[src/dpt_pkg.sv]
package dpt_pkg;
    // ----------------------------------------------------------------
    // timing
    // ----------------------------------------------------------------
    localparam int CLK_PERIOD_NS  = 25;
    localparam int TICK_PERIOD_US = 12500;  // 80 pps translation ticks
    localparam int TICK_CYCLES    = TICK_PERIOD_US * 1000 / CLK_PERIOD_NS;
    localparam int HOLD_REL_MS    = 800;
    localparam int HOLD_TICKS     = HOLD_REL_MS * 1000 / TICK_PERIOD_US;
    localparam int HOLD_W         = 8;
    // strobe positions inside one tick period
    localparam int PH_READ        = 0;
    localparam int PH_WRITE       = 1;
    localparam int PH_SHARED      = 2;
    // ----------------------------------------------------------------
    // stepping chain and shift register
    // ----------------------------------------------------------------
    localparam int DIV_STAGES     = 8;
    localparam int SR_STAGES      = 16;
    localparam int ST_TRIGGER     = 0;
    localparam int ST_ODD         = 1;
    localparam int ST_LAST_PULSE  = 11;
    localparam int ST_SHORT_TIME  = 12;
    localparam int ST_FINAL       = 15;
    localparam int ENTRY_BASE     = 12;    // entry stage = base - weight
    // amplifier weight lines
    localparam int AMP_W          = 6;
    localparam int W_ONE          = 0;
    localparam int W_TWO          = 1;
    localparam int W_FOUR         = 2;
    localparam int W_SIX          = 3;
    localparam int W_EIGHT        = 4;
    localparam int W_TEN          = 5;
    // ----------------------------------------------------------------
    // apb map
    // ----------------------------------------------------------------
    localparam int          APB_AW     = 8;
    localparam logic [7:0]  ADDR_CTRL  = 8'h00;
    localparam logic [7:0]  ADDR_STAT  = 8'h04;
    localparam logic [7:0]  ADDR_SHIFT = 8'h08;
    localparam logic [7:0]  ADDR_TRIGS = 8'h0C;
    localparam int          CTRL_EN    = 0;
    localparam int          CTRL_SEIZE = 1;
    localparam int          STAT_ARM   = 0;
    localparam int          STAT_HOLD  = 1;
    localparam int          STAT_EARM  = 2;
    localparam int          STAT_RESUM = 3;
    localparam int          TRIG_W     = 16;
endpackage : dpt_pkg

[src/dpt_divider.sv]
`timescale 1ns/10ps
module dpt_divider #(
    parameter int RING_STAGES = dpt_pkg::DIV_STAGES
) (
    // clock and reset
    input  wire logic pclk,
    input  wire logic presetn,
    input  wire logic clk_en,
    // control
    input  wire logic clear,
    input  wire logic tick,
    // shift advance phases
    output logic      adv_a,
    output logic      adv_b
);
    import dpt_pkg::*;

    localparam logic [RING_STAGES-1:0] RING_INIT = RING_STAGES'(1);

    logic                   div_dist_q;
    logic [RING_STAGES-1:0] ring_q;
    logic                   tr_dist_q;
    logic                   div_lo;
    logic                   div_hi;
    logic                   ring_out;

    // divider distributor alternates its two outputs
    assign div_lo   = tick & ~div_dist_q;
    assign div_hi   = tick & div_dist_q;
    assign ring_out = (div_lo | div_hi) & ring_q[RING_STAGES-1];
    assign adv_a    = ring_out & ~tr_dist_q;
    assign adv_b    = ring_out & tr_dist_q;

    // divider distributor toggle
    always_ff @(posedge pclk or negedge presetn) begin
        if (!presetn) begin
            div_dist_q <= 1'b0;
        end else if (clk_en) begin
            if (clear) div_dist_q <= 1'b0;
            else if (tick) div_dist_q <= ~div_dist_q;
        end
    end

    // eight stage ring, one output per full turn
    always_ff @(posedge pclk or negedge presetn) begin
        if (!presetn) begin
            ring_q <= RING_INIT;
        end else if (clk_en) begin
            if (clear) ring_q <= RING_INIT;
            else if (div_lo | div_hi)
                ring_q <= {ring_q[RING_STAGES-2:0], ring_q[RING_STAGES-1]};
        end
    end

    // translation distributor toggle
    always_ff @(posedge pclk or negedge presetn) begin
        if (!presetn) begin
            tr_dist_q <= 1'b0;
        end else if (clk_en) begin
            if (clear) tr_dist_q <= 1'b0;
            else if (ring_out) tr_dist_q <= ~tr_dist_q;
        end
    end
endmodule : dpt_divider

[src/dpt_translator.sv]
// Function
// - seizure clears translation arm, stays idle
// - amplifier fire arms; write strobes then tick
// - ticks recur at 80 pps, stop after call
// - end-of-digit disarms, overriding re-arm
// - final output arms end gate; next advance ends
// - divider distributor resets defined, alternates outputs
// - eight-stage ring gives one output per eight
// - translation distributor alternates two 5 pps phases
// - digit marks one stage by its weight
// - pulsing-stage advance, then read strobe triggers
// - eleven pulsing stages, then silent timing stages
// - last stage, end-of-digit, next digit spacing
// - odd digit adds first pulsing stage mark
// - digit one marks first and short-timing stages
// - hold relay asserts at first tick
// - hold relay drops 800 msec after ticks
// - write-phase resume pulse to read control
//
// The APB slave port and the placing of the registers were chosen for this implementation.
`timescale 1ns/10ps
module dpt_translator #(
    parameter int TICK_CYCLES = dpt_pkg::TICK_CYCLES
) (
    // clock, reset, enable
    input  wire logic                         pclk,
    input  wire logic                         presetn,
    input  wire logic                         clk_en,
    // apb slave
    input  wire logic                         psel,
    input  wire logic                         penable,
    input  wire logic                         pwrite,
    input  wire logic [dpt_pkg::APB_AW-1:0]   paddr,
    input  wire logic [31:0]                  pwdata,
    output logic      [31:0]                  prdata,
    output logic                              pready,
    output logic                              pslverr,
    // read side
    input  wire logic                         seize,
    input  wire logic [dpt_pkg::AMP_W-1:0]    amp_fire,
    output logic                              read_resume,
    // line side
    output logic                              pulse_trigger,
    output logic                              digit_end,
    output logic                              interface_hold_relay
);
    import dpt_pkg::*;

    localparam int PH_W = $clog2(TICK_CYCLES);
    localparam logic [PH_W-1:0] PH_LAST = PH_W'(TICK_CYCLES - 1);

    // ----------------------------------------------------------------
    // functions
    // ----------------------------------------------------------------
    // stage marked by one weight line
    function automatic logic [SR_STAGES-1:0] weight_mark(input int w);
        weight_mark = SR_STAGES'(1) << (ENTRY_BASE - w);
    endfunction : weight_mark

    // marks placed by a digit on the weight lines
    function automatic logic [SR_STAGES-1:0] entry_marks(input logic [AMP_W-1:0] a);
        logic [SR_STAGES-1:0] m;
        m = '0;
        if (a[W_TWO])   m = m | weight_mark(2);
        if (a[W_FOUR])  m = m | weight_mark(4);
        if (a[W_SIX])   m = m | weight_mark(6);
        if (a[W_EIGHT]) m = m | weight_mark(8);
        if (a[W_TEN])   m = m | weight_mark(10);
        if (a[W_ONE]) begin
            m[ST_ODD] = 1'b1;
            if (a[AMP_W-1:W_TWO] == '0) m[ST_SHORT_TIME] = 1'b1;
        end
        entry_marks = m;
    endfunction : entry_marks

    // stages that move on a given advance phase
    function automatic logic [SR_STAGES-1:0] moving(input logic a, input logic b);
        logic [SR_STAGES-1:0] mv;
        mv = '0;
        for (int i = ST_ODD; i < SR_STAGES; i++) mv[i] = (i % 2 == 1) ? a : b;
        moving = mv;
    endfunction : moving

    // ----------------------------------------------------------------
    // strobe distributor
    // ----------------------------------------------------------------
    logic [PH_W-1:0] ph_q;
    logic            read_phase_strobe;
    logic            write_phase_strobe;
    logic            shared_phase_strobe;

    // one read, write and shared strobe per tick period
    always_ff @(posedge pclk or negedge presetn) begin
        if (!presetn) ph_q <= '0;
        else if (clk_en) ph_q <= (ph_q == PH_LAST) ? '0 : ph_q + 1'b1;
    end

    assign read_phase_strobe   = clk_en & (ph_q == PH_W'(PH_READ));
    assign write_phase_strobe  = clk_en & (ph_q == PH_W'(PH_WRITE));
    assign shared_phase_strobe = clk_en & (ph_q == PH_W'(PH_SHARED));

    // ----------------------------------------------------------------
    // apb slave
    // ----------------------------------------------------------------
    logic              ctrl_en_q;
    logic              soft_seize_q;
    logic [TRIG_W-1:0] trig_cnt_q;
    logic              wr_acc;
    logic              setup;
    logic              hit;
    logic [31:0]       rd_mux;
    logic              seize_all;

    logic                 arm_q;
    logic                 end_arm_q;
    logic                 resume_pend_q;
    logic [SR_STAGES-1:0] sr_q;
    logic                 hold_q;
    logic [HOLD_W-1:0]    hold_cnt_q;

    assign pready    = 1'b1;
    assign wr_acc    = psel & penable & pwrite & clk_en;
    assign setup     = psel & ~penable & clk_en;
    assign seize_all = seize | soft_seize_q;

    // read decode
    always_comb begin
        rd_mux = '0;
        hit    = 1'b1;
        case (paddr)
            ADDR_CTRL:  rd_mux[CTRL_EN] = ctrl_en_q;
            ADDR_STAT: begin
                rd_mux[STAT_ARM]   = arm_q;
                rd_mux[STAT_HOLD]  = hold_q;
                rd_mux[STAT_EARM]  = end_arm_q;
                rd_mux[STAT_RESUM] = resume_pend_q;
            end
            ADDR_SHIFT: rd_mux[SR_STAGES-1:0] = sr_q;
            ADDR_TRIGS: rd_mux[TRIG_W-1:0] = trig_cnt_q;
            default:    hit = 1'b0;
        endcase
    end

    // read data and error latched in the setup cycle
    always_ff @(posedge pclk or negedge presetn) begin
        if (!presetn) begin
            prdata  <= '0;
            pslverr <= 1'b0;
        end else if (setup) begin
            prdata  <= pwrite ? '0 : rd_mux;
            pslverr <= ~hit;
        end
    end

    // control register, seize bit self clears
    always_ff @(posedge pclk or negedge presetn) begin
        if (!presetn) begin
            ctrl_en_q    <= 1'b1;
            soft_seize_q <= 1'b0;
        end else if (clk_en) begin
            soft_seize_q <= wr_acc & (paddr == ADDR_CTRL) & pwdata[CTRL_SEIZE];
            if (wr_acc && paddr == ADDR_CTRL) ctrl_en_q <= pwdata[CTRL_EN];
        end
    end

    // ----------------------------------------------------------------
    // translation control
    // ----------------------------------------------------------------
    logic                 tick;
    logic                 adv_a;
    logic                 adv_b;
    logic                 advance;
    logic                 digit_in;
    logic                 end_fire;
    logic [SR_STAGES-1:0] mv;
    logic [SR_STAGES-1:0] leaving;
    logic [SR_STAGES-1:0] sr_d;
    logic                 pulse_leave;
    logic                 final_out;

    assign digit_in = read_phase_strobe & ctrl_en_q & (|amp_fire);
    assign tick     = write_phase_strobe & arm_q;
    assign advance  = adv_a | adv_b;
    assign end_fire = advance & end_arm_q;

    dpt_divider #(
        .RING_STAGES (DIV_STAGES)
    ) u_divider (
        .pclk    (pclk),
        .presetn (presetn),
        .clk_en  (clk_en),
        .clear   (seize_all),
        .tick    (tick),
        .adv_a   (adv_a),
        .adv_b   (adv_b)
    );

    // translation arm core
    always_ff @(posedge pclk or negedge presetn) begin
        if (!presetn) begin
            arm_q <= 1'b0;
        end else if (clk_en) begin
            if (seize_all) arm_q <= 1'b0;
            else if (end_fire) arm_q <= 1'b0;
            else if (digit_in) arm_q <= 1'b1;
        end
    end

    // ----------------------------------------------------------------
    // marking shift register
    // ----------------------------------------------------------------
    // two-phase shift: odd stages move on phase a, even stages from 2 up on phase b, trigger stage 0 never shifts
    always_comb begin
        mv      = moving(adv_a, adv_b);
        leaving = sr_q & mv;
        sr_d    = sr_q & ~mv;
        for (int i = ST_ODD + 1; i <= ST_FINAL; i++) begin
            if (i - 1 != ST_ODD) sr_d[i] = sr_d[i] | leaving[i-1];
        end
        pulse_leave = |leaving[ST_LAST_PULSE:ST_ODD];
        final_out   = leaving[ST_FINAL];
        if (pulse_leave) sr_d[ST_TRIGGER] = 1'b1;
        else if (read_phase_strobe) sr_d[ST_TRIGGER] = 1'b0;
        if (digit_in) sr_d = sr_d | entry_marks(amp_fire);
    end

    always_ff @(posedge pclk or negedge presetn) begin
        if (!presetn) sr_q <= '0;
        else if (clk_en) sr_q <= seize_all ? '0 : sr_d;
    end

    // trigger restored on read strobe gives one dial pulse
    always_ff @(posedge pclk or negedge presetn) begin
        if (!presetn) begin
            pulse_trigger <= 1'b0;
            trig_cnt_q    <= '0;
        end else if (clk_en) begin
            pulse_trigger <= read_phase_strobe & sr_q[ST_TRIGGER] & ~seize_all;
            if (seize_all) trig_cnt_q <= '0;
            else if (read_phase_strobe && sr_q[ST_TRIGGER])
                trig_cnt_q <= trig_cnt_q + 1'b1;
        end
    end

    // ----------------------------------------------------------------
    // end of digit and read resume
    // ----------------------------------------------------------------
    always_ff @(posedge pclk or negedge presetn) begin
        if (!presetn) begin
            end_arm_q <= 1'b0;
            digit_end <= 1'b0;
        end else if (clk_en) begin
            digit_end <= end_fire & ~seize_all;
            if (seize_all || (end_fire && !final_out)) end_arm_q <= 1'b0;  // set wins
            else if (final_out) end_arm_q <= 1'b1;
        end
    end

    // resume pulse goes out on the next write strobe
    always_ff @(posedge pclk or negedge presetn) begin
        if (!presetn) begin
            resume_pend_q <= 1'b0;
            read_resume   <= 1'b0;
        end else if (clk_en) begin
            read_resume <= write_phase_strobe & resume_pend_q & ~seize_all;
            if (seize_all) resume_pend_q <= 1'b0;
            else if (end_fire) resume_pend_q <= 1'b1;
            else if (write_phase_strobe) resume_pend_q <= 1'b0;
        end
    end

    // ----------------------------------------------------------------
    // interface hold relay
    // ----------------------------------------------------------------
    // counted in tick periods after the last tick
    always_ff @(posedge pclk or negedge presetn) begin
        if (!presetn) begin
            hold_q     <= 1'b0;
            hold_cnt_q <= '0;
        end else if (clk_en) begin
            if (seize_all) begin
                hold_q     <= 1'b0;
                hold_cnt_q <= '0;
            end else if (tick) begin
                hold_q     <= 1'b1;
                hold_cnt_q <= '0;
            end else if (hold_q && shared_phase_strobe) begin
                if (hold_cnt_q == HOLD_W'(HOLD_TICKS - 1)) hold_q <= 1'b0;
                hold_cnt_q <= hold_cnt_q + 1'b1;
            end
        end
    end

    assign interface_hold_relay = hold_q;
endmodule : dpt_translator

[config.mk]
export PLATFORM = sky130hd
export DESIGN_NAME = dpt_translator
export DESIGN_NICKNAME = d
export VERILOG_FILES = /design/src/dpt_pkg.sv /design/src/dpt_divider.sv /design/src/dpt_translator.sv
export SDC_FILE = /design/constraint.sdc
export NUM_CORES = 1
export LEC_CHECK = 0
export ABC_AREA = 0
export BUFFER_PORTS_ARGS = -buffer_cell sky130_fd_sc_hd__buf_2
export CAP_MARGIN = 20
export CORE_UTILIZATION = 30
export CTS_CLUSTER_DIAMETER = 40
export DETAILED_ROUTE_END_ITERATION = 8
export GPL_TIMING_DRIVEN = 0
export HOLD_SLACK_MARGIN = 0.12
export SLEW_MARGIN = 0
export SYNTH_ARGS = -nofsm -noshare
export SYNTH_HDL_FRONTEND = slang
export SYNTH_SLANG_ARGS = --single-unit
[constraint.sdc]
create_clock -name pclk -period 3.2 [get_ports pclk]
set_input_delay 0.64 -clock pclk [delete_from_list [all_inputs] [get_ports pclk]]
set_output_delay 0.64 -clock pclk [all_outputs]
set_load 0.02 [all_outputs]
# Yosys cells after proc, flatten, opt, wreduce, memory -nomap -nowiden

Cells that the tools add are included.

Bits in registers: 111
Input port bits: 53
Word-level logic and storage cells: 152
Output and inout port bits: 38

Reduce and logical (&&, ||, !) cells: 31
Eq/ne operators: 7
Muxes and demuxes: 44
$add $sub $neg: 3
Bitwise logic cells: 49

Operators by type and width:

| kind                  | number |
|---|---|
| $mux 16               | 6 |
| $mux 8                | 5 |
| $and 16x16->16        | 2 |
| $and 1x1->1           | 24 |
| $mux 1                | 24 |
| $pmux 12 s2           | 1 |
| $add 19x1->19 const B | 1 |
| $eq 19x1->1 const B   | 1 |
| $eq 19x19->1 const B  | 1 |
| $eq 19x2->1 const B   | 1 |
| $logic_not 19->1      | 1 |
| $mux 19               | 1 |
| $reduce_and 2->1      | 9 |
| $add 16x1->16 const B | 1 |
| $eq 8x4->1 const B    | 2 |
| $not 16->16           | 1 |
| $or 1x1->1            | 16 |
| $or 16x16->16         | 1 |
| $reduce_bool 3->1     | 4 |
| $mux 11               | 1 |
| $reduce_or 11->1      | 1 |
| $reduce_bool 2->1     | 5 |
| $mux 9                | 1 |
| $pmux 3 s3            | 1 |
| 16 further kinds      | 23 |

# Logic depth before layout (Yosys ltp)

Gate-level depths: netlist of the first run.

Depth in word-level cells: 14
Mapped depth: 8
Gate-level depth less buffers: 7

# Hierarchy

From an unflattened synthesis of the first run, not the netlist that was laid out.

Cells, all modules: 487
Area, all modules: 4827.1 um^2

Modules (own cells, without submodules):

| module         | instances | area each (um^2) | sequential area each (um^2) | cells each |
|---|---|---|---|---|
| dpt_translator | 1         | 4390.5           | 2128.3                      | 444 |
| dpt_divider    | 1         | 436.7            | 226.5                       | 43 |

# Worst setup path before layout of the first run

OpenSTA, ideal clock, no wires.

Kind: register to register
Start: register ph_q[4]
End: register sr_q[12]
Required time: 3119 ps
Setup slack: 1087 ps
Path buffers: 1
Setup time: 81 ps
Cell stages (with the launch flop): 7
Clock period less this slack: 2113 ps
Arrival: 2032 ps
Cell sequence: dfrtp_1 buf_2 or4_4 nor3_4 nand2_4 or3_1 o22ai_2

Word-level cells in the longest chain between the ends: 13
Elaborated cells between the ends (all ways): 20
Classes of those cells: 1 x eq/ne; 2 x mux; 16 x bitwise; 1 x reduce/logical

RTL lines:

| item                                  | RTL line                             | RTL |
|---|---|---|
| from (decl)                           | dpt_translator.sv:87                 | `logic [PH_W-1:0] ph_q;` |
| from (signal assigned)                | dpt_translator.sv:95                 | `else if (clk_en) ph_q <= (ph_q == PH_LAST) ? '0 : ph_q + 1'b1;` |
| $eq 19x1->1                           | dpt_translator.sv:99                 | `assign write_phase_strobe = clk_en & (ph_q == PH_W'(PH_WRITE));` |
| $and 1x1->1                           | dpt_translator.sv:99                 |  |
| $and 1x1->1                           | dpt_translator.sv:182                | `assign tick = write_phase_strobe & arm_q;` |
| $and 1x1->1, on equally long branches | dpt_divider.sv:28, dpt_divider.sv:29 |  |
| $or 1x1->1                            | dpt_divider.sv:30                    | `assign ring_out = (div_lo \| div_hi) & ring_q[RING_STAGES-1];` |
| $and 1x1->1                           | dpt_divider.sv:30                    |  |
| $and 1x1->1                           | dpt_divider.sv:32                    | `assign adv_b = ring_out & tr_dist_q;` |
| $not 16->16                           | dpt_translator.sv:216                | `sr_d = sr_q & ~mv;` |
| $and 16x16->16                        | dpt_translator.sv:216                |  |
| $or 1x1->1                            | dpt_translator.sv:218                | `if (i - 1 != ST_ODD) sr_d[i] = sr_d[i] \| leaving[i-1];` |
| $or 16x16->16                         | dpt_translator.sv:224                | `if (digit_in) sr_d = sr_d \| entry_marks(amp_fire);` |
| $mux 16 (*)                           | dpt_translator.sv:224                |  |
| $mux 16 (*)                           | dpt_translator.sv:229                | `else if (clk_en) sr_q <= seize_all ? '0 : sr_d;` |
| to (signal assigned)                  | dpt_translator.sv:229                |  |
| to (decl)                             | dpt_translator.sv:117                | `logic [SR_STAGES-1:0] sr_q;` |

Every way passes the cells marked *; elsewhere a longest branch is shown, timed or not.
A chain may end at the register's enable or synchronous reset.

# Final worst setup path of the first run

Start: register ph_q[2]
End: register sr_q[0]

Word-level cells in the longest chain between the ends: 13
Elaborated cells between the ends (all ways): 20
Classes of those cells: 1 x eq/ne; 4 x mux; 13 x bitwise; 2 x reduce/logical

RTL lines:

| item                                  | RTL line                             | RTL |
|---|---|---|
| $eq 19x1->1                           | dpt_translator.sv:99                 |  |
| $and 1x1->1                           | dpt_translator.sv:99                 |  |
| $and 1x1->1                           | dpt_translator.sv:182                |  |
| $and 1x1->1, on equally long branches | dpt_divider.sv:28, dpt_divider.sv:29 |  |
| $or 1x1->1                            | dpt_divider.sv:30                    |  |
| $and 1x1->1                           | dpt_divider.sv:30                    |  |
| $and 1x1->1, on equally long branches | dpt_divider.sv:31, dpt_divider.sv:32 |  |
| $and 16x16->16                        | dpt_translator.sv:215                | `leaving = sr_q & mv;` |
| $reduce_or 11->1                      | dpt_translator.sv:220                | `pulse_leave = \|leaving[ST_LAST_PULSE:ST_ODD];` |
| $mux 1                                | dpt_translator.sv:222                | `if (pulse_leave) sr_d[ST_TRIGGER] = 1'b1;` |
| $or 16x16->16                         | dpt_translator.sv:224                |  |
| $mux 16 (*)                           | dpt_translator.sv:224                |  |
| $mux 16 (*)                           | dpt_translator.sv:229                |  |

Marked as above.

==> flow_summary.toml, run 1 <==
[clocking]
clk_pin_slew_worst_paths_ps = 60
post_cts_buffers = 0
cts_made_buffers = 9
cts_max_level = 3
insertion_delay_ps = 350
ctsResizeCount = 0
cts-hold-fix-buffers = 0
cts.sinks = 94
cts_root_buffer = "clkbuf_16"
cts_tree = "yes"
clockBufferDepth = 2

[worst_setup_path]
path_class = "flip-flop to flip-flop"
cp-end-kind = "flip-flop"
required_ps = 3460
timing.rr.start = "ph_q[2]"
arrival_ps = 3130
crit_fanout = 8
r2r_setup_slack_ps = 330
startpoint_type = "flip-flop"
startpoint = "ph_q[2]"

[placement]
port_buffers = 42
dp_hpwl_mm = 9.534
place_area_sq_um = 5463
pre_cts_ws_ps = 392.7
gp_congestion = 0.8910

[route]
route.detailed.drc = 0
finalWirelength_mm = 13.12
vias_per_cell = 5.259
initialDrtViolationCount = 379
post_drt_wl_per_cell_microns = 16.67
drt.antenna.violating_nets = 0
num_vias = 4139
drtPass1Iterations = 5

[yosys]
ys.flop_type = "dfrtp_1"
syn_area_sq_um = 4896
ys_warn_count = 0
avgSynthCellArea_sq_um = 9.871
syn_inst = 496
ys_async_sr_fraction_pct = 100.0
ys_seq_elements = 94
ys_seq_area_share_pct = 48.10
synth_edf_count = 0
synth_cell_types = 55

[finish]
final_util_pct = 36.26
fillers = 1624
final_layout_size_suffix_gt1_share_pct = 16.64
syn2layout_area_growth_pct = 17.63
final_common_cell = "dfrtp_1"
layout_common_cells = "92 x dfrtp_1, 51 x nand2_1, 43 x buf_2"
fin_area_sq_um = 5759
fin_nets = 625
antenna_cells = 0

[global_route]
grt_start_max_net_pins = 66
grt_pass1_wl_mm = 20.73
busiest_layer = "met2"
antenna_found_initial = 0
grt_pass1_vias = 3959
overflow = 0
grt_util_met1_pct = 21.59
grt_util_met3_pct = 4.264
grt_use_total_pct = 16.35
met2_usage_pct = 25.67

[die]
die_h_microns = 129.8
core_area_sq_um = 15890
rows = 46
dieWidth_microns = 129.8
start_util_pct = 30.82
io_pins = 91
die_area_sq_um = 16840

[timing]
worst_slew_pin_slew_ps = 1022
skew_ps = 8.174
max_freq_ghz = 0.3484
rsz0062_at_grt = "no"
setup_slack_ps = 329.5
setup_viol = 0
slew_violations = 0
slew_headroom_pct = 31.37
tns_ps = 0
period_needed_ps = 2871
timing.final.crit_share_pct = 89.70
hold_viol_final = 0

[power]
power_mw = 2.804
peakVddDrop_v = 0.0002991
cellLeakagePower_nw = 2.611
power_density_nw_per_um2 = 486.9

[run]
max-cap-violations = 0

[worst_hold_path]
worstHoldPathType = "input pin to async pin"

[status]
status = "finished, final reports clean"
-- power by group --
part	total, mW	switching (mW)	internal [mW]	leakage (nW)
registers	1.26	0.0402	1.22	1.29
clock network	1.08	0.470	0.608	0.136
logic	0.466	0.326	0.140	1.18
total	2.80	0.836	1.97	2.61
-- Yosys cell counts, types with 2 or more instances --
cell type | count | area [sq um]
inv_1 | 11 | 41.29
a21oi_1 | 14 | 70.07
or4_1 | 3 | 22.52
buf_4 | 17 | 127.6
o22ai_1 | 2 | 12.51
and4_1 | 6 | 52.55
mux2_2 | 2 | 22.52
xnor2_1 | 15 | 131.4
mux2i_1 | 15 | 150.1
a31oi_1 | 4 | 25.02
a22o_1 | 8 | 70.07
or3_1 | 8 | 50.05
nand2b_1 | 2 | 12.51
nand4_1 | 15 | 93.84
nor3_1 | 13 | 65.06
a31o_2 | 2 | 17.52
nand3_1 | 31 | 155.2
and3_1 | 12 | 75.07
nand4b_1 | 3 | 26.28
nand2_1 | 51 | 191.4
nor4_1 | 14 | 87.58
nand3b_1 | 4 | 30.03
dfrtp_1 | 92 | 2302
o2bb2ai_1 | 14 | 122.6
dfstp_2 | 2 | 52.55
nor3_4 | 2 | 32.53
o211ai_1 | 4 | 30.03
clkbuf_1 | 14 | 52.55
o31ai_1 | 2 | 15.01
a22oi_1 | 7 | 52.55
xor2_1 | 12 | 105.1
or4_4 | 2 | 22.52
a41o_1 | 5 | 50.05
o21ai_0 | 29 | 145.1
nor2_1 | 32 | 120.1
conb_1 | 2 | 7.510
buf_2 | 2 | 10.01
ha_1 | 6 | 75.07
-- stage by stage --
step | hold slack [ps] | cells
6_report | 221.0 | 787
5_1_grt | 242.2 | 787
4_1_cts | 228.9 | 786
3_5_place_dp | 469.0 | 770
3_3_place_gp | 467.6 | 769
2_1_floorplan | 344.4 | 511
-- registers in the layout (all words and copies together), names as in the netlist --
register	flops
read_resume	1
pslverr	1
prdata	16
interface_hold_relay	1
arm_q	1
ctrl_en_q	1
trig_cnt_q	16
end_arm_q	1
pulse_trigger	1
resume_pend_q	1
sr_q	16
u_divider.ring_q	8
hold_cnt_q	8
ph_q	19
soft_seize_q	1
digit_end	1
u_divider.tr_dist_q	1
-- cell type report --
| type | count | area [sq um] | share of cell area (%) |
|---|---|---|---|
| multi-input cells | 372 | 2362 | 41.02 |
| clock inverters | 5 | 58.81 | 1.021 |
| flip-flops and latches | 94 | 2355 | 40.89 |
| clock buffers | 11 | 232.7 | 4.041 |
| inverters | 11 | 41.29 | 0.7169 |
| repair buffers | 44 | 245.2 | 4.258 |
| plain buffers | 34 | 193.9 | 3.367 |
| well taps | 216 | 270.3 | 4.693 |
-- critical path: stages, from the launching register on --
cell and delay (ps):
dfrtp_1 450, nor4_1 600, nand3_1 440, nor3_1 930, o21ai_0 200, o211ai_1 160
-- path summary, 6_finish.rpt --
check | to | cells after the start
setup / recovery | sr_q[0] | 5
hold / removal | hold_cnt_q[1] | 1
setup reg to reg | sr_q[0] | 5
hold reg to reg | prdata[14] | 2
max in group asynchronous | ph_q[17] | 2
min in group pclk | prdata[14] | 2
-- kinds of logic (layout without fill, tap and decap cells) --
group | count (synthesis) | in the layout | share of synthesized area [%]
simple gates | 207 | 207 | 23.00
compound gates | 97 | 97 | 13.60
flops | 94 | 94 | 48.10
buf+inv | 45 | 105 | 4.804
xor+xnor | 27 | 27 | 4.830
mux | 18 | 18 | 3.987
fa+ha+maj | 6 | 6 | 1.533
other cells | 2 | 17 | 0.1534
-- layer usage --
| layer | part of all wire (%) | up-vias |
|---|---|---|
| li1 | - | 1937 |
| met1 | 45 | 2038 |
| met2 | 47 | 139 |
| met3 | 6.5 | 25 |
| met4 | 2.0 | 0 |
| met5 | 0 | - |
Power figures use the tool's default switching activity.
==> run 2, diff against run 1 <==
--- a/config.mk
+++ b/config.mk
@@ -13,6 +13,7 @@
 export DETAILED_ROUTE_END_ITERATION = 8
 export GPL_TIMING_DRIVEN = 0
 export HOLD_SLACK_MARGIN = 0.12
+export PLACE_DENSITY = 0.56
 export SLEW_MARGIN = 0
 export SYNTH_ARGS = -nofsm -noshare
 export SYNTH_HDL_FRONTEND = slang
==> run 2 against run 1 <==
  * Clock skew increased by 2.9 ps
  * Final cell count decreased by 0.13%
  * Routed wire length about the same
  * Clock-buffer cell count increased by 2
  * Die area unchanged
  * Flip-flop and latch count unchanged
  * Via count decreased by 1.7%
  * Maximum frequency about the same
  * Final area increased by 0.13%
  * Critical path depth unchanged
  * Hold slack got worse by 0.89 ps
  * Critical endpoint unchanged
  * Largest cell class unchanged
  * Largest power group unchanged
==> flow_summary.toml, run 2 (synthesized netlist as in run 1, its figures left out) <==
[run]
max-cap-violations = 0

[timing]
period_needed_ps = 2872
skew_ps = 11.09
rsz0062_at_grt = "no"
timing.final.crit_share_pct = 89.76
slew_violations = 0
tns_ps = 0
setup_viol = 0
worst_slew_pin_slew_ps = 1153
max_freq_ghz = 0.3482
hold_viol_final = 0
worst_hold_slack_ps = 220.1
slew_headroom_pct = 22.46

[status]
status = "finished, final reports clean"

[route]
vias_per_cell = 5.174
finalWirelength_mm = 13.13
drtPass1Iterations = 5
initialDrtViolationCount = 342
route.detailed.drc = 0
num_vias = 4067
drt.antenna.violating_nets = 0
post_drt_wl_per_cell_microns = 16.70

[finish]
antenna_cells = 0
layout_common_cells = "92 x dfrtp_1, 51 x nand2_1, 43 x buf_2"
fin_nets = 624
final_layout_size_suffix_gt1_share_pct = 16.49
fillers = 1619
final_common_cell = "dfrtp_1"
fin_area_sq_um = 5767
syn2layout_area_growth_pct = 17.79
regMostFlops = "ph_q"
largest_reg_flops = 19
final_util_pct = 36.30

[worst_setup_path]
r2r_setup_slack_ps = 330
startpoint_type = "flip-flop"
crit_fanout = 8
timing.rr.start = "ph_q[2]"
cp-end-kind = "flip-flop"
required_ps = 3470
r2r_cells = 5
path_class = "flip-flop to flip-flop"
critPathCapture = "sr_q[0]"
startpoint = "ph_q[2]"
arrival_ps = 3140
reg2reg_to = "sr_q[0]"

[clocking]
cts_max_level = 3
cts-hold-fix-buffers = 0
post_cts_buffers = 0
cts_root_buffer = "clkbuf_16"
cts.sinks = 94
insertion_delay_ps = 360
cts_tree = "yes"
cts_made_buffers = 9
clk_pin_slew_worst_paths_ps = 70
ctsResizeCount = 0
clockBufferDepth = 2

[global_route]
grt_pass1_wl_mm = 20.55
grt_util_met3_pct = 4.674
grt_start_max_net_pins = 66
antenna_found_initial = 0
met2_usage_pct = 24.54
grt_util_met1_pct = 22.47
grt_pass1_vias = 3834
busiest_layer = "met2"
overflow = 0
grt_use_total_pct = 16.25

[power]
peakVddDrop_v = 0.0003356
power_mw = 2.835
power_density_nw_per_um2 = 491.6
cellLeakagePower_nw = 2.620

[die]
start_util_pct = 30.82
die_h_microns = 129.8
dieWidth_microns = 129.8
rows = 46
io_pins = 91
die_area_sq_um = 16840
core_area_sq_um = 15890

[placement]
place_area_sq_um = 5463
port_buffers = 42
dp_hpwl_mm = 9.475
gp_congestion = 0.8585

[worst_hold_path]
worstHoldPathType = "input pin to async pin"
-- run 2: changes by cell type in the layout (fill, tap and decap cells not counted), sizes merged --
cell / before / now
inv: 12 / 11
clkbuf: 26 / 27
clkinvlp: 2 / 0
clkinv: 1 / 2
-- run 2: final cells by class --
cell class	instances	area, sq um	area share, %
buffer	34	193.9	3.363
clock buffer	13	260.3	4.513
clock inverter	3	43.79	0.7594
inverter	11	41.29	0.7160
multi-input combinational	372	2362	40.96
sequential	94	2355	40.83
tap	216	270.3	4.686
timing repair buffer	43	240.2	4.166
-- run 2: where the power goes --
part	internal, mW	total, mW	leakage (nW)	switching [mW]
Clock	0.649	1.11	0.150	0.463
Sequential	1.22	1.26	1.29	0.0403
Combinational	0.140	0.462	1.18	0.322
-- run 2: layer usage --
layer / vias to the layer above / part of all wire [%]
met5: - / 0
met4: 0 / 1.3
met3: 20 / 6.4
met2: 107 / 46
met1: 2013 / 47
li1: 1927 / -
-- run 2: worst min path at each step --
stage	slack (ps)	cells after the start	end
after global placement	470	2	prdata[10]
final	220	1	read_resume
after floorplan	340	0	arm_q
after global routing	240	1	arm_q
after CTS	220	1	arm_q
after detailed placement	470	2	prdata[13]
-- run 2: worst max-delay path, cell delays in order, from the launching register on --
cell and delay [ps]:
dfrtp_1 450, nor4_1 600, nand3_1 430, nor3_1 920, o21ai_0 220, o211ai_1 160
-- run 2: stage by stage --
| step | cells | setup WS [ps] |
|---|---|---|
| 2_1_floorplan | 511 | 1087 |
| 3_3_place_gp | 769 | 356.2 |
| 3_5_place_dp | 770 | 342.8 |
| 4_1_cts | 786 | 395.6 |
| 5_1_grt | 786 | 118.1 |
| 6_report | 786 | 327.7 |
